<file path="src/design/pms_regs.svh">
// register map, field positions and reset values of the power supervision block
`ifndef PMS_REGS_SVH
`define PMS_REGS_SVH

// ----------------------------------------------------------------
// register byte addresses
// ----------------------------------------------------------------
`define PMS_ADDR_CTRL_ONE   12'h000
`define PMS_ADDR_CTRL_TWO   12'h004
`define PMS_ADDR_IRQ_STAT   12'h008
`define PMS_ADDR_IRQ_CLR    12'h00c
`define PMS_ADDR_IRQ_EN     12'h010
`define PMS_ADDR_W          12

// ----------------------------------------------------------------
// control one fields
// ----------------------------------------------------------------
`define PMS_C1_DET_FLAG     7
`define PMS_C1_DET_ACK      6
`define PMS_C1_IRQ_EN       5
`define PMS_C1_RST_EN       4
`define PMS_C1_STOP_EN      3
`define PMS_C1_LOGIC_EN     2
`define PMS_C1_BG_EN        0

// ----------------------------------------------------------------
// control two fields
// ----------------------------------------------------------------
`define PMS_C2_WARN_FLAG    7
`define PMS_C2_WARN_ACK     6
`define PMS_C2_DET_TRIP     5
`define PMS_C2_WARN_TRIP    4
`define PMS_C2_S2_FLAG      3
`define PMS_C2_S2_ACK       2
`define PMS_C2_DEPTH        0

// ----------------------------------------------------------------
// interrupt status bit positions
// ----------------------------------------------------------------
`define PMS_EV_DETECT       0
`define PMS_EV_WARN         1
`define PMS_EV_S2           2
`define PMS_EV_N            3

// ----------------------------------------------------------------
// reset values
// ----------------------------------------------------------------
`define PMS_RST_CTRL        1'b0
`define PMS_RST_ZERO8       8'h00
`define PMS_RST_EV          3'h0

`endif

</file>
<file path="src/design/pms_pkg.sv">
// types shared by the power supervision block
package pms_pkg;

    // analog comparator and mode status toward the block
    typedef struct packed {
        logic undervolt_event;
        logic warning_present;
        logic stop_active;
        logic stop2_wake;
    } pms_sense_t;

    // control levels toward the analog and reset logic
    typedef struct packed {
        logic undervolt_logic_enable;
        logic undervolt_active;
        logic undervolt_trip_select;
        logic warning_trip_select;
        logic bandgap_buffer_enable;
        logic stop_depth_select;
    } pms_ctrl_t;

    // decoded register access
    typedef enum {
        PMS_SEL_NONE,
        PMS_SEL_ONE,
        PMS_SEL_TWO,
        PMS_SEL_STAT,
        PMS_SEL_CLR,
        PMS_SEL_EN
    } pms_sel_t;

endpackage

</file>
<file path="src/design/pms_sync.sv">
// two flip-flop synchroniser for the sense levels
module pms_sync #(
    parameter int W = 4
) (
    // clock and reset
    input  wire logic         sys_clk,
    input  wire logic         resetn,
    // levels
    input  wire logic [W-1:0] din,
    output logic      [W-1:0] dout
);

    logic [W-1:0] meta_q;
    logic [W-1:0] dout_q;

    // first stage feeds only the second
    always_ff @(posedge sys_clk or negedge resetn) begin
        if (!resetn) begin
            meta_q <= '0;
            dout_q <= '0;
        end else begin
            meta_q <= din;
            dout_q <= meta_q;
        end
    end

    assign dout = dout_q;

endmodule

</file>
<file path="src/design/pms_ctrl.sv">
// power supervision status and control registers with apb slave
//
// How it works
// - detect flag bit 7 sets on undervolt event while detection is enabled
// - writing 1 to detect ack bit 6 clears detect flag; reads zero
// - interrupt enable bit 5 requests interrupt while detect flag set
// - reset enable bit 4 with detection enabled forces reset while flag set
// - stop enable bit 3 keeps detection running during stop mode
// - logic enable bit 2 turns detection on and qualifies bits 5, 4 and 3
// - bit 0 of control one drives the bandgap buffer enable
// - warning flag sets on warning and stays until acknowledged
// - warning ack clears the flag only when no warning is present
// - warning flag sets on crossing and after reset if still low
// - detect trip select accepts one write after power-on, kept on resets
// - warning trip select cleared by power-on only
// - stop2 recovery flag bit 3 reads 1 after leaving stop2
// - writing 1 to stop2 ack bit 2 clears recovery flag; reads zero
// - stop depth bit 0 accepts one write after reset
`include "pms_regs.svh"

module pms_ctrl (
    // clock and resets
    input  wire logic              sys_clk,
    input  wire logic              resetn,
    input  wire logic              por_n,
    // apb slave
    input  wire logic              psel,
    input  wire logic              penable,
    input  wire logic              pwrite,
    input  wire logic [11:0]       paddr,
    input  wire logic [31:0]       pwdata,
    output logic      [31:0]       prdata,
    output logic                   pready,
    output logic                   pslverr,
    // analog and mode status, asynchronous
    input  pms_pkg::pms_sense_t    sense,
    // control outputs
    output pms_pkg::pms_ctrl_t     ctrl,
    output logic                   undervolt_irq,
    output logic                   undervolt_reset_req,
    output logic                   irq
);
    import pms_pkg::*;

    // ----------------------------------------------------------------
    // sense synchronisation
    // ----------------------------------------------------------------
    logic [3:0] sense_s;
    logic       s_event;
    logic       s_warn;
    logic       s_stop;
    logic       s_wake;

    pms_sync #(.W(4)) u_sync (
        .sys_clk (sys_clk),
        .resetn  (resetn),
        .din     (sense),
        .dout    (sense_s)
    );

    assign s_event = sense_s[3];
    assign s_warn  = sense_s[2];
    assign s_stop  = sense_s[1];
    assign s_wake  = sense_s[0];

    // ----------------------------------------------------------------
    // apb decode
    // ----------------------------------------------------------------
    function automatic pms_sel_t decode(input logic [11:0] a);
        case (a)
            `PMS_ADDR_CTRL_ONE: decode = PMS_SEL_ONE;
            `PMS_ADDR_CTRL_TWO: decode = PMS_SEL_TWO;
            `PMS_ADDR_IRQ_STAT: decode = PMS_SEL_STAT;
            `PMS_ADDR_IRQ_CLR:  decode = PMS_SEL_CLR;
            `PMS_ADDR_IRQ_EN:   decode = PMS_SEL_EN;
            default:            decode = PMS_SEL_NONE;
        endcase
    endfunction

    pms_sel_t sel;
    logic     acc;
    logic     wr;
    logic     wr_one;
    logic     wr_two;

    assign sel     = decode(paddr);
    assign acc     = psel & penable;
    assign wr      = acc & pwrite;
    assign wr_one  = wr & (sel == PMS_SEL_ONE);
    assign wr_two  = wr & (sel == PMS_SEL_TWO);
    assign pready  = 1'b1;                           // zero wait states
    assign pslverr = acc & (sel == PMS_SEL_NONE);    // unmapped address

    // ----------------------------------------------------------------
    // control one state
    // ----------------------------------------------------------------
    logic det_flag_q,  det_flag_d;
    logic irq_en_q,    irq_en_d;
    logic rst_en_q,    rst_en_d;
    logic stop_en_q,   stop_en_d;
    logic logic_en_q,  logic_en_d;
    logic bg_en_q,     bg_en_d;
    logic det_active;

    // detection runs when enabled, and in stop only with stop enable
    assign det_active = logic_en_q & (~s_stop | stop_en_q);

    always_comb begin
        irq_en_d   = irq_en_q;
        rst_en_d   = rst_en_q;
        stop_en_d  = stop_en_q;
        logic_en_d = logic_en_q;
        bg_en_d    = bg_en_q;
        det_flag_d = det_flag_q;
        if (wr_one) begin
            irq_en_d   = pwdata[`PMS_C1_IRQ_EN];
            rst_en_d   = pwdata[`PMS_C1_RST_EN];
            stop_en_d  = pwdata[`PMS_C1_STOP_EN];
            logic_en_d = pwdata[`PMS_C1_LOGIC_EN];
            bg_en_d    = pwdata[`PMS_C1_BG_EN];
            if (pwdata[`PMS_C1_DET_ACK]) begin
                det_flag_d = 1'b0;
            end
        end
        // set wins over acknowledge
        if (det_active && s_event) begin
            det_flag_d = 1'b1;
        end
    end

    always_ff @(posedge sys_clk or negedge resetn) begin
        if (!resetn) begin
            det_flag_q <= `PMS_RST_CTRL;
            irq_en_q   <= `PMS_RST_CTRL;
            rst_en_q   <= `PMS_RST_CTRL;
            stop_en_q  <= `PMS_RST_CTRL;
            logic_en_q <= `PMS_RST_CTRL;
            bg_en_q    <= `PMS_RST_CTRL;
        end else begin
            det_flag_q <= det_flag_d;
            irq_en_q   <= irq_en_d;
            rst_en_q   <= rst_en_d;
            stop_en_q  <= stop_en_d;
            logic_en_q <= logic_en_d;
            bg_en_q    <= bg_en_d;
        end
    end

    // ----------------------------------------------------------------
    // control two: power-on domain (trip selects)
    // ----------------------------------------------------------------
    logic det_trip_q, det_trip_d;
    logic wtrip_q,    wtrip_d;
    logic det_lock_q, det_lock_d;

    always_comb begin
        det_trip_d = det_trip_q;
        wtrip_d    = wtrip_q;
        det_lock_d = det_lock_q;
        if (wr_two) begin
            wtrip_d = pwdata[`PMS_C2_WARN_TRIP];
            if (!det_lock_q) begin
                det_trip_d = pwdata[`PMS_C2_DET_TRIP];
                det_lock_d = 1'b1;
            end
        end
    end

    // only power-on clears these
    always_ff @(posedge sys_clk or negedge por_n) begin
        if (!por_n) begin
            det_trip_q <= `PMS_RST_CTRL;
            wtrip_q    <= `PMS_RST_CTRL;
            det_lock_q <= `PMS_RST_CTRL;
        end else begin
            det_trip_q <= det_trip_d;
            wtrip_q    <= wtrip_d;
            det_lock_q <= det_lock_d;
        end
    end

    // ----------------------------------------------------------------
    // control two: ordinary reset domain
    // ----------------------------------------------------------------
    logic warn_flag_q,  warn_flag_d;
    logic s2_flag_q,    s2_flag_d;
    logic depth_q,      depth_d;
    logic depth_lock_q, depth_lock_d;
    logic wake_prev_q;

    always_comb begin
        warn_flag_d  = warn_flag_q;
        s2_flag_d    = s2_flag_q;
        depth_d      = depth_q;
        depth_lock_d = depth_lock_q;
        if (wr_two) begin
            if (pwdata[`PMS_C2_WARN_ACK] && !s_warn) begin
                warn_flag_d = 1'b0;
            end
            if (pwdata[`PMS_C2_S2_ACK]) begin
                s2_flag_d = 1'b0;
            end
            if (!depth_lock_q) begin
                depth_d      = pwdata[`PMS_C2_DEPTH];
                depth_lock_d = 1'b1;
            end
        end
        // present warning, also straight after reset, sets the flag
        if (s_warn) begin
            warn_flag_d = 1'b1;
        end
        // rising edge of stop2 wake marks recovery, beats acknowledge
        if (s_wake && !wake_prev_q) begin
            s2_flag_d = 1'b1;
        end
    end

    always_ff @(posedge sys_clk or negedge resetn) begin
        if (!resetn) begin
            warn_flag_q  <= `PMS_RST_CTRL;
            s2_flag_q    <= `PMS_RST_CTRL;
            depth_q      <= `PMS_RST_CTRL;
            depth_lock_q <= `PMS_RST_CTRL;
            wake_prev_q  <= `PMS_RST_CTRL;
        end else begin
            warn_flag_q  <= warn_flag_d;
            s2_flag_q    <= s2_flag_d;
            depth_q      <= depth_d;
            depth_lock_q <= depth_lock_d;
            wake_prev_q  <= s_wake;
        end
    end

    // ----------------------------------------------------------------
    // interrupt status, clear and enable
    // ----------------------------------------------------------------
    logic [`PMS_EV_N-1:0] ev_stat_q, ev_stat_d;
    logic [`PMS_EV_N-1:0] ev_en_q,   ev_en_d;
    logic [`PMS_EV_N-1:0] ev_set;

    assign ev_set[`PMS_EV_DETECT] = det_active & s_event & ~det_flag_q;
    assign ev_set[`PMS_EV_WARN]   = s_warn & ~warn_flag_q;
    assign ev_set[`PMS_EV_S2]     = s_wake & ~wake_prev_q;

    always_comb begin
        ev_stat_d = ev_stat_q;
        ev_en_d   = ev_en_q;
        if (wr && sel == PMS_SEL_CLR) begin
            ev_stat_d = ev_stat_q & ~pwdata[`PMS_EV_N-1:0];
        end
        if (wr && sel == PMS_SEL_EN) begin
            ev_en_d = pwdata[`PMS_EV_N-1:0];
        end
        ev_stat_d = ev_stat_d | ev_set;        // set wins over clear
    end

    always_ff @(posedge sys_clk or negedge resetn) begin
        if (!resetn) begin
            ev_stat_q <= `PMS_RST_EV;
            ev_en_q   <= `PMS_RST_EV;
        end else begin
            ev_stat_q <= ev_stat_d;
            ev_en_q   <= ev_en_d;
        end
    end

    assign irq = |(ev_stat_q & ev_en_q);

    // ----------------------------------------------------------------
    // outputs
    // ----------------------------------------------------------------
    assign undervolt_irq       = det_flag_q & irq_en_q & logic_en_q;
    assign undervolt_reset_req = det_flag_q & rst_en_q & logic_en_q;

    always_comb begin
        ctrl.undervolt_logic_enable = logic_en_q;
        ctrl.undervolt_active       = det_active;
        ctrl.undervolt_trip_select  = det_trip_q;
        ctrl.warning_trip_select    = wtrip_q;
        ctrl.bandgap_buffer_enable  = bg_en_q;
        ctrl.stop_depth_select      = depth_q;
    end

    // ----------------------------------------------------------------
    // read data, ack bits read as zero
    // ----------------------------------------------------------------
    logic [31:0] rdata;

    always_comb begin
        rdata = 32'h0000_0000;
        case (sel)
            PMS_SEL_ONE: begin
                rdata[`PMS_C1_DET_FLAG] = det_flag_q;
                rdata[`PMS_C1_IRQ_EN]   = irq_en_q;
                rdata[`PMS_C1_RST_EN]   = rst_en_q;
                rdata[`PMS_C1_STOP_EN]  = stop_en_q;
                rdata[`PMS_C1_LOGIC_EN] = logic_en_q;
                rdata[`PMS_C1_BG_EN]    = bg_en_q;
            end
            PMS_SEL_TWO: begin
                rdata[`PMS_C2_WARN_FLAG] = warn_flag_q;
                rdata[`PMS_C2_DET_TRIP]  = det_trip_q;
                rdata[`PMS_C2_WARN_TRIP] = wtrip_q;
                rdata[`PMS_C2_S2_FLAG]   = s2_flag_q;
                rdata[`PMS_C2_DEPTH]     = depth_q;
            end
            PMS_SEL_STAT: rdata[`PMS_EV_N-1:0] = ev_stat_q;
            PMS_SEL_EN:   rdata[`PMS_EV_N-1:0] = ev_en_q;
            default:      rdata = 32'h0000_0000;
        endcase
    end

    assign prdata = rdata;

    // ----------------------------------------------------------------
    // assertions
    // ----------------------------------------------------------------
    a_det_flag_set: assert property (@(posedge sys_clk) disable iff (!resetn)
        det_active && s_event |=> det_flag_q) else $error("detect flag not set");
    a_det_ack_clear: assert property (@(posedge sys_clk) disable iff (!resetn)
        wr_one && pwdata[`PMS_C1_DET_ACK] && !(det_active && s_event) |=> !det_flag_q)
        else $error("detect ack failed");
    a_irq_level: assert property (@(posedge sys_clk) disable iff (!resetn)
        undervolt_irq == (det_flag_q && irq_en_q && logic_en_q)) else $error("irq wrong");
    a_reset_req: assert property (@(posedge sys_clk) disable iff (!resetn)
        $rose(undervolt_reset_req) |-> rst_en_q && logic_en_q) else $error("reset req wrong");
    a_stop_gate: assert property (@(posedge sys_clk) disable iff (!resetn)
        s_stop && !stop_en_q |-> !ctrl.undervolt_active) else $error("stop gate wrong");
    a_warn_hold: assert property (@(posedge sys_clk) disable iff (!resetn)
        warn_flag_q && !wr_two |=> warn_flag_q) else $error("warning flag dropped");
    a_warn_ack_block: assert property (@(posedge sys_clk) disable iff (!resetn)
        s_warn |=> warn_flag_q) else $error("warning cleared while present");
    a_trip_once: assert property (@(posedge sys_clk) disable iff (!por_n)
        det_lock_q |=> $stable(det_trip_q)) else $error("trip select rewritten");
    a_depth_once: assert property (@(posedge sys_clk) disable iff (!resetn)
        depth_lock_q |=> $stable(depth_q)) else $error("stop depth rewritten");
    a_s2_ack_clear: assert property (@(posedge sys_clk) disable iff (!resetn)
        wr_two && pwdata[`PMS_C2_S2_ACK] && !(s_wake && !wake_prev_q) |=> !s2_flag_q)
        else $error("stop2 ack failed");
    a_s2_set: assert property (@(posedge sys_clk) disable iff (!resetn)
        s_wake && !wake_prev_q |=> s2_flag_q) else $error("stop2 flag not set");

    c_det_irq:  cover property (@(posedge sys_clk) disable iff (!resetn) $rose(undervolt_irq));
    c_det_rst:  cover property (@(posedge sys_clk) disable iff (!resetn) $rose(undervolt_reset_req));
    c_warn_ack: cover property (@(posedge sys_clk) disable iff (!resetn) $fell(warn_flag_q));
    c_s2_ack:   cover property (@(posedge sys_clk) disable iff (!resetn) $fell(s2_flag_q));

endmodule

</file>
<file path="config.mk">
export PLATFORM = sky130hd
export DESIGN_NAME = pms_ctrl
export DESIGN_NICKNAME = d
export VERILOG_FILES = /design/src/design/pms_pkg.sv /design/src/design/pms_sync.sv /design/src/design/pms_ctrl.sv
export VERILOG_INCLUDE_DIRS = /design/src /design/src/design
export SDC_FILE = /design/constraint.sdc
export NUM_CORES = 1
export LEC_CHECK = 0
export BUFFER_PORTS_ARGS = -buffer_cell sky130_fd_sc_hd__buf_4
export CAP_MARGIN = 15
export CORE_ASPECT_RATIO = 1.4
export CORE_MARGIN = 2
export CORE_UTILIZATION = 38
export CTS_CLUSTER_SIZE = 16
export DETAILED_ROUTE_END_ITERATION = 8
export PLACE_DENSITY = 0.79
export SETUP_SLACK_MARGIN = 0.05
export SLEW_MARGIN = 20
export SYNTH_ARGS = -nofsm -noshare
export SYNTH_HDL_FRONTEND = slang
export SYNTH_SLANG_ARGS = --single-unit
</file>
<file path="constraint.sdc">
create_clock -name sys_clk -period 2.15 [get_ports sys_clk]
set_clock_uncertainty 0.05 [all_clocks]
set_input_delay 0.43 -clock sys_clk [delete_from_list [all_inputs] [get_ports sys_clk]]
set_output_delay 0.43 -clock sys_clk [all_outputs]
set_load 0.01 [all_outputs]
</file>
After elaboration in Yosys (flattened, before gate mapping)
Index checks and enable logic that the tools add are counted.
{"block": "classes", "n_addsub": 0, "n_mul": 0, "div_mod_pow": 0, "order_cmp": 0, "n_eq_ne": 12, "shift": 0, "mux": 16, "bitwise": 25, "n_reduce_logical": 21}
{"cell": "32-bit by 2-bit == test with 1-bit output (second input constant)", "n": 3}
{"cell": "32-bit by 3-bit == test with 1-bit output (second input constant)", "n": 2}
{"cell": "32-bit by 4-bit == test with 1-bit output (second input constant)", "n": 2}
{"cell": "32-bit by 1-bit == test with 1-bit output (second input constant)", "n": 1}
{"cell": "32-bit zero test", "n": 1}
{"cell": "12-bit by 4-bit == test with 1-bit output (second input constant)", "n": 2}
{"cell": "3-bit one-hot mux with 5 select lines", "n": 1}
{"cell": "1-bit bitwise AND", "n": 14}
{"cell": "12-bit by 3-bit == test with 1-bit output (second input constant)", "n": 1}
{"cell": "12-bit by 5-bit == test with 1-bit output (second input constant)", "n": 1}
{"cell": "12-bit zero test", "n": 1}
{"cell": "2-bit nonzero test", "n": 6}
{"cell": "2-bit AND reduction", "n": 5}
{"cell": "1-bit 2-to-1 mux", "n": 9}
{"cell": "3-bit bitwise AND", "n": 2}
{"cell": "1-bit inverter", "n": 6}
{"cell": "3-bit one-hot mux with 2 select lines", "n": 1}
{"cell": "1-bit logical AND", "n": 5}
{"cell": "1-bit one-hot mux with 2 select lines", "n": 2}
{"cell": "1-bit one-hot mux with 4 select lines", "n": 1}
{"cell": "3-bit 2-to-1 mux", "n": 1}
{"cell": "3-bit inverter", "n": 1}
{"cell": "3-bit OR", "n": 1}
{"cell": "1-bit one-hot mux with 3 select lines", "n": 1}
{"cell": "other kinds (3)", "n": 4}
{"block": "word_totals", "ff_bits": 28, "latchBits": 0, "mem_bits_rw": 0, "rom_bits": 0, "wordCells": 92, "n_memories": 0}

Depth between registers and ports, before layout
Gate-level depths: netlist (run 1).
{"block": "logic_depth", "word_depth": 6, "ltp_mapped": 6}

Modules after synthesis
From an unflattened synthesis (run 1), not the netlist that was laid out.
{"block": "hier_totals", "cells_unflattened": 148, "area_unflattened_um2": 1529.0}
{"module": "pms_ctrl", "instances": 1, "cells_per_inst": 140, "area_each_um2": 1328.8, "seq_area_each_um2": 500.5}
{"module": "pms_sync", "instances": 1, "cells_per_inst": 8, "area_each_um2": 200.2, "seq_area_each_um2": 200.2}

Least setup slack after synthesis (run 1)
OpenSTA, ideal clock, no wires.
{"block": "synth_path", "path_kind": "input to output", "from": "input port paddr[9]", "to": "output port prdata[1]", "t_arrival_ns": 2.066, "required_time_ns": 1.670, "path_slack_ns": -0.396, "stages": 5, "path_buffers": 2, "cell_sequence": "or4_1 > or3_1 > buf_6 > clkbuf_1 > nor4_1"}
{"block": "synth_via", "elab_chain_cells": 4}
{"element": "from (decl)", "line_no": "pms_ctrl.sv:30", "text": "input wire logic [11:0] paddr,"}
{"element": "12-bit by 5-bit == test with 1-bit output, or another cell as far along", "line_no": "pms_ctrl.sv:70", "text": "case (a)"}
{"element": "3-bit one-hot mux with 5 select lines *", "line_no": "pms_ctrl.sv:70"}
{"element": "32-bit by 3-bit == test with 1-bit output or 32-bit by 2-bit == test with 1-bit output (tied branches)", "line_no": "pms_ctrl.sv:291", "text": "case (sel)"}
{"element": "1-bit one-hot mux with 2 select lines *", "line_no": "pms_ctrl.sv:291"}
{"element": "to (decl)", "line_no": "pms_ctrl.sv:32", "text": "output logic [31:0] prdata,"}
Every way passes the cells marked *; elsewhere a longest branch is shown, timed or not.

Worst setup path in the final report (run 1)
{"block": "layout_path", "from": "input port paddr[10]", "to": "output port prdata[1]"}
The elaborated chain is that of the path after synthesis.

==> metrics.log, run 1 <==
INFO  metric whs_endpoint = u_sync.meta_q[1]
INFO  metric reg2reg_start = det_lock_q
INFO  metric grt_start_max_net_pins = 26
INFO  metric finalHoldViolCount = 0
INFO  metric tritoncts = done
INFO  metric final_common_cell = sky130_fd_sc_hd__buf_4
INFO  metric layout.filler_cells = 340
INFO  metric placedInstanceArea = about 0.0019 mm^2
INFO  metric route.detailed.wl_per_inst = approximately 15 um
INFO  metric grt_usage = 16.9%
INFO  metric grt_pass1_vias = 1212
INFO  metric synth-edff-count = 0
INFO  metric final_util = 55.0%
INFO  metric syn-mean-instance-area = around 10 um^2
INFO  metric ys_seq_elements = 28
INFO  metric hold_path_start = sense[1]
INFO  metric ctsLongestPathBuffers = 2
INFO  metric synth-seq-area-share = a little under half
INFO  metric hold_ws = 208 ps
INFO  metric regToRegEndpoint = det_trip_q
INFO  metric die_y = roughly 79 um
INFO  metric timing.reg2reg.worst_path_depth = 2
INFO  metric most-common-layout-cells = sky130_fd_sc_hd__buf_4 (50), sky130_fd_sc_hd__dfrtp_1 (28), sky130_fd_sc_hd__conb_1 (26)
INFO  metric routed_wirelength = around 3700 um
INFO  metric sum_of_negative_setup_slack = -2660 ps
INFO  metric antenna_found_initial = 0
INFO  metric ctsHtreeMaxLevel = 1
INFO  metric worst_pin_slew = approximately 570 ps
INFO  metric clk-insertion-delay-late = 270 ps
INFO  metric status = finished, violations left
INFO  metric floorplan.initialDensity = ~39%
INFO  metric number_of_buffer_cells_added_on_primary_ports = 45
INFO  metric ys.warnings.count = 0
INFO  metric min_period_over_period = 109%
INFO  metric achievable-frequency = roughly 0.43 GHz
INFO  metric worstHoldPathType = primary input to register
INFO  metric start_kind = primary input
INFO  metric drt-vias-per-instance = about 5.0
INFO  metric relSlewSlack = between 60% and 70%
INFO  metric finish.net_count = about 260
INFO  metric place_ws = -347 ps
INFO  metric synth-main-ff-cell = sky130_fd_sc_hd__dfrtp_1
INFO  metric violations_in_the_final_reports = negative setup slack
INFO  metric grt_pass1_wl = between 5000 and 6000 um
INFO  metric synth.lib_cells_used.distinct = 32
INFO  metric clk_root_buffer_cell = sky130_fd_sc_hd__clkbuf_8
INFO  metric timing.hold.worst_path_depth = 1
INFO  metric r2r_setup_slack = between 900 and 1000 ps
INFO  metric final_cell_area = 0.00216 mm^2
INFO  metric fp.dieArea = 0.00457 mm^2
INFO  metric cts-buffers-inserted = 3
INFO  metric cts_sinks = 28
INFO  metric drt_iter0_drc = 39
INFO  metric count_of_final_setup_violators = 19
INFO  metric post-route-worst-setup-slack = -198 ps
INFO  metric route.antenna.remaining_nets = 0
INFO  metric vias = 1228
INFO  metric core_region_area = approximately 0.004 mm^2
INFO  metric minimum_clock_period = 2350 ps
INFO  metric combined_flip_flop_and_latch_cell_area = 701 um^2
INFO  metric total_power = 0.979 mW
INFO  metric end_kind = output port
INFO  metric die_w = ~58 um
INFO  metric cp_max_fo = 5
INFO  metric critical_path_class = primary input to output port
INFO  metric globalplace.congestion = approximately 0.84
INFO  metric placedCellCount = 234
INFO  metric synth.cell_area = approximately 0.0015 mm^2
INFO  metric cap_viol_max_count = 0
INFO  metric cp_data_required_time = 1670 ps
INFO  metric multi_input_comb_area = 811 um^2
INFO  metric syn2layout_area_growth = 40.5%
INFO  metric antenna_cells_inserted = 0
INFO  metric global_route.overflow_total = 0
INFO  metric maxSlewViolCount = 0
INFO  metric final_standard_cell_count_with_taps_included_and_fillers_excluded = 245
INFO  metric asyncSetResetFlopFracSynth = 100%
INFO  metric p_per_area = 454 mW/mm^2
INFO  metric crit_arrival = roughly 1900 ps
INFO  metric first_pass_iters = 5
INFO  metric max-vdd-ir-drop = 0.292 mV
INFO  metric cts.clk_slew.worst_paths = 90 ps
INFO  metric row_count = 27
INFO  metric hpwl = 2620 um
INFO  metric setup_repair_after_global_routing_missed_its_margin = yes
INFO  metric drive_gt1_share = 47.0%
INFO  metric power.static_leakage = ~1.1 nW
INFO  metric syn-instance-count = 150
INFO  metric route.detailed.drc = 0
INFO  metric io_pins = 97
## layout make-up
cell class                      instances  share of cell area [%]
Multi-Input combinational cell        105                    37.6
Sequential cell                        28                    32.5
Timing Repair Buffer                   61                    24.2
Clock buffer                            4                    2.55
Tap cell                               43                    2.49
Inverter                                4                   0.696
## flip-flops by register name, indices dropped and copies added, names as in the netlist, 3 cells and up
name,flops
u_sync.dout,4
ev_stat_q,3
ev_en_q,3
u_sync.meta_q,4
## how the worst max path moves through the flow
stage / depth (start not counted) / end / startpoint
after global placement: 6 / prdata[1] / paddr[9]
after CTS: 6 / prdata[2] / paddr[10]
after global routing: 6 / prdata[1] / paddr[10]
after detailed placement: 6 / prdata[2] / paddr[9]
final: 6 / prdata[1] / paddr[10]
after floorplan: 5 / prdata[1] / paddr[9]
## synthesized netlist by cell type, types with 3 or more instances
master	number	share of area [%]
sky130_fd_sc_hd__nand2_1	7	1.7
sky130_fd_sc_hd__dfrtp_1	28	46
sky130_fd_sc_hd__nor4_1	6	2.4
sky130_fd_sc_hd__nand3_1	5	1.6
sky130_fd_sc_hd__buf_4	32	16
sky130_fd_sc_hd__mux2_2	11	8.1
sky130_fd_sc_hd__o21ai_0	3	0.98
sky130_fd_sc_hd__nor3_1	4	1.3
sky130_fd_sc_hd__a22oi_1	4	2.0
sky130_fd_sc_hd__inv_1	4	0.98
sky130_fd_sc_hd__a21oi_1	4	1.3
sky130_fd_sc_hd__clkbuf_1	3	0.73
sky130_fd_sc_hd__or3_1	3	1.2
sky130_fd_sc_hd__and3_1	3	1.2
sky130_fd_sc_hd__nor2_1	9	2.2
## worst max-delay path, cell delays in order
cell	delay, ps
sky130_fd_sc_hd__buf_6	90
sky130_fd_sc_hd__or4_4	530
sky130_fd_sc_hd__or3_4	390
sky130_fd_sc_hd__buf_12	160
sky130_fd_sc_hd__nor4_4	110
sky130_fd_sc_hd__buf_4	150
## timing repair
action / in CTS / in global routing
pin swaps: 10 / 2
resized for setup: 27 / 3
hold buffers: 2 / 0
endpoints found under the hold margin: 15 / 0
buffers inserted: 4 / 0
cloned: 1 / 0
setup endpoints to repair: 19 / 20
## kinds of logic after synthesis
family                 synth area share [%]
AOI/OAI and AO/OA                      8.07
buffers and inverters                  18.4
DFF                                    45.6
muxes                                  9.37
other                                 0.489
and+or+nand+nor                        18.0
## per-layer routing
layer	GRT usage, %	wire length [um]	vias up
li1	-	-	568
met1	20.3	1440	604
met2	29.3	1950	49
met3	2.28	197	7
met4	7.91	75	0
met5	0	0	-
## report_power, final
part | internal [mW] | switching, mW
clock network | 0.164 | 0.152
registers | 0.535 | 0.00326
logic | 0.0529 | 0.0720
total | 0.752 | 0.227
No activity file was read; power rests on OpenSTA's default activity.
==> run 2, diff against run 1 <==
--- a/config.mk
+++ b/config.mk
@@ -9,7 +9,6 @@
 export BUFFER_PORTS_ARGS = -buffer_cell sky130_fd_sc_hd__buf_4
 export CAP_MARGIN = 15
 export CORE_ASPECT_RATIO = 1.4
-export CORE_MARGIN = 2
 export CORE_UTILIZATION = 38
 export CTS_CLUSTER_SIZE = 16
 export DETAILED_ROUTE_END_ITERATION = 8
==> metrics.log, run 2 (synthesis gave the netlist of run 1 again) <==
INFO  metric status = finished, violations left
INFO  metric violations_in_the_final_reports = negative setup slack
INFO  metric io_pins = 97 (unchanged)
INFO  metric final_common_cell = sky130_fd_sc_hd__buf_4
INFO  metric global_route.usage.met1 = 19.6% (-0.77 points)
INFO  metric cap_viol_max_count = 0 (unchanged)
INFO  metric number_of_buffer_cells_added_on_primary_ports = 45 (unchanged)
INFO  metric finalHoldViolCount = 0 (unchanged)
INFO  metric relSlewSlack = 60.3% (-1.4 points)
INFO  metric post-route-worst-setup-slack = -239 ps (-40.5 ps)
INFO  metric power.static_leakage = 1.08 nW (+2.8%)
INFO  metric ctsHtreeMaxLevel = 1 (unchanged)
INFO  metric cts.clk_slew.worst_paths = 90 ps (about the same)
INFO  metric global_route_met3_utilization = 2.87% (+0.59 points)
INFO  metric worst_pin_slew = 595 ps (+20.7 ps)
INFO  metric count_of_final_setup_violators = 16 (-3)
INFO  metric maxSlewViolCount = 0 (unchanged)
INFO  metric crit_arrival = 1910 ps (+40 ps)
INFO  metric worstHoldPathType = primary input to register
INFO  metric ctsLongestPathBuffers = 2 (unchanged)
INFO  metric syn2layout_area_growth = 45.3%
INFO  metric critical_path_class = primary input to output port
INFO  metric globalplace.congestion = 0.858 (+2.0%)
INFO  metric timing.hold.worst_path_depth = 1 (unchanged)
INFO  metric drt-vias-per-instance = 5.11 (+1.9%)
INFO  metric clk_root_buffer_cell = sky130_fd_sc_hd__clkbuf_8
INFO  metric cts-buffers-inserted = 3 (unchanged)
INFO  metric place_ws = -354 ps (-7.49 ps)
INFO  metric cp_data_required_time = 1670 ps (about the same)
INFO  metric cts_sinks = 28 (unchanged)
INFO  metric hpwl = 2540 um (-3.1%)
INFO  metric achievable-frequency = 0.419 GHz (-1.7%)
INFO  metric grt_pass1_wl = 5810 um (-0.60%)
INFO  metric sum_of_negative_setup_slack = -2870 ps (-212 ps)
INFO  metric route.detailed.wl_per_inst = 15.6 um (+4.1%)
INFO  metric whs_endpoint = u_sync.meta_q[3]
INFO  metric finish.net_count = 264 (+2.7%)
INFO  metric minimum_clock_period = 2390 ps (+40.5 ps)
INFO  metric core_region_area = 0.00388 mm^2 (-0.86%)
INFO  metric global_route.peak_usage_layer = met2
INFO  metric most-common-layout-cells = sky130_fd_sc_hd__buf_4 (56), sky130_fd_sc_hd__dfrtp_1 (28), sky130_fd_sc_hd__conb_1 (26)
INFO  metric total_power = 0.993 mW (+1.4%)
INFO  metric hold_path_start = sense[3]
INFO  metric floorplan.initialDensity = 39.5% (+0.34 points)
INFO  metric drt_iter0_drc = 58 (+49%)
INFO  metric tritoncts = done
INFO  metric vias = 1287 (+4.8%)
INFO  metric die_w = 55.7 um (-3.5%)
INFO  metric cp_max_fo = 5 (unchanged)
INFO  metric antenna_found_initial = 0 (unchanged)
INFO  metric grt_start_max_net_pins = 26 (unchanged)
INFO  metric end_kind = output port
INFO  metric min_period_over_period = 111% (+1.9 points)
INFO  metric global_route.overflow_total = 0 (unchanged)
INFO  metric reg2reg_start = det_lock_q
INFO  metric hold_ws = 202 ps (-6.08 ps)
INFO  metric max-vdd-ir-drop = 0.314 mV (+7.5%)
INFO  metric r2r_setup_slack = 960 ps (about the same)
INFO  metric grt_pass1_vias = 1241 (+2.4%)
INFO  metric routed_wirelength = 3930 um (+7.1%)
INFO  metric route.detailed.drc = 0 (unchanged)
INFO  metric antenna_cells_inserted = 0 (unchanged)
INFO  metric first_pass_iters = 4 (-1)
INFO  metric start_kind = primary input
INFO  metric global_route.usage.met2 = 32.0% (+2.7 points)
INFO  metric clk-insertion-delay-late = 280 ps (about the same)
INFO  metric p_per_area = 445 mW/mm^2 (-2.0%)
INFO  metric grt_usage = 17.7% (+0.81 points)
INFO  metric route.antenna.remaining_nets = 0 (unchanged)
INFO  metric timing.reg2reg.worst_path_depth = 2 (unchanged)
INFO  metric fp.dieArea = 0.00430 mm^2 (-5.9%)
INFO  metric drive_gt1_share = 49.3% (+2.3 points)
INFO  metric die_y = 77.2 um (-2.5%)
INFO  metric setup_repair_after_global_routing_missed_its_margin = yes
INFO  metric row_count = 27 (unchanged)
INFO  metric regToRegEndpoint = det_trip_q
## run 2: changes by cell type in the layout (fill, tap and decap cells not counted), sizes merged
cell / delta
buf: +7
## run 2: worst max path at each step
stage | cells past startpoint | from | to | slack (ps)
finish | 7 | paddr[10] | prdata[5] | -240
global route | 6 | paddr[8] | prdata[1] | -300
CTS | 6 | paddr[10] | prdata[2] | -290
detailed placement | 6 | paddr[9] | wtrip_q | -350
global placement | 6 | paddr[9] | prdata[1] | -330
floorplan | 5 | paddr[9] | prdata[1] | -210
## run 2: cell type report
class	instances	area, um^2
multi-input cells	105	836
flip-flops and latches	28	701
inverters	4	15.0
fillers	326	1650
repair buffers	68	571
well taps	43	53.8
clock buffers	4	55.1
## run 2: power breakdown
| part | total [mW] | internal, mW | switching, mW |
|---|---|---|---|
| combinational | 0.130 | 0.0543 | 0.0756 |
| clock | 0.324 | 0.164 | 0.160 |
| sequential | 0.538 | 0.535 | 0.00334 |
| total | 0.993 | 0.753 | 0.239 |
## run 2: routing by layer
layer | vias up | wire length, um | part of all wire, %
li1 | 579 | - | -
met2 | 64 | 2090 | 53
met5 | - | 0 | 0
met3 | 15 | 205 | 5.2
met1 | 629 | 1480 | 38
met4 | 0 | 143 | 3.6
## run 2: timing repair
item                       4_1_cts  5_1_grt
gates cloned                     1        0
hold buffers                     2        0
setup buffers                    4        7
resized for setup               26       13
setup endpoints to repair       16       20
hold endpoints to repair        15        0
pin swaps                       10        6
## run 2: through the flow
| stage | utilization [%] | cells | instance area [um^2] |
|---|---|---|---|
| finish | 57.4 | 252 | 2230 |
| global route | 57.4 | 252 | 2230 |
| CTS | 55.3 | 246 | 2150 |
| detailed placement | 48.6 | 235 | 1890 |
| global placement | 48.6 | 235 | 1890 |
| floorplan | - | 174 | 1710 |
## run 2: critical path, stage by stage
cell and delay [ps]:
sky130_fd_sc_hd__buf_6 90, sky130_fd_sc_hd__or4_4 530, sky130_fd_sc_hd__or3_4 360, sky130_fd_sc_hd__buf_4 160, sky130_fd_sc_hd__buf_12 130, sky130_fd_sc_hd__nor2_4 100, sky130_fd_sc_hd__buf_6 100
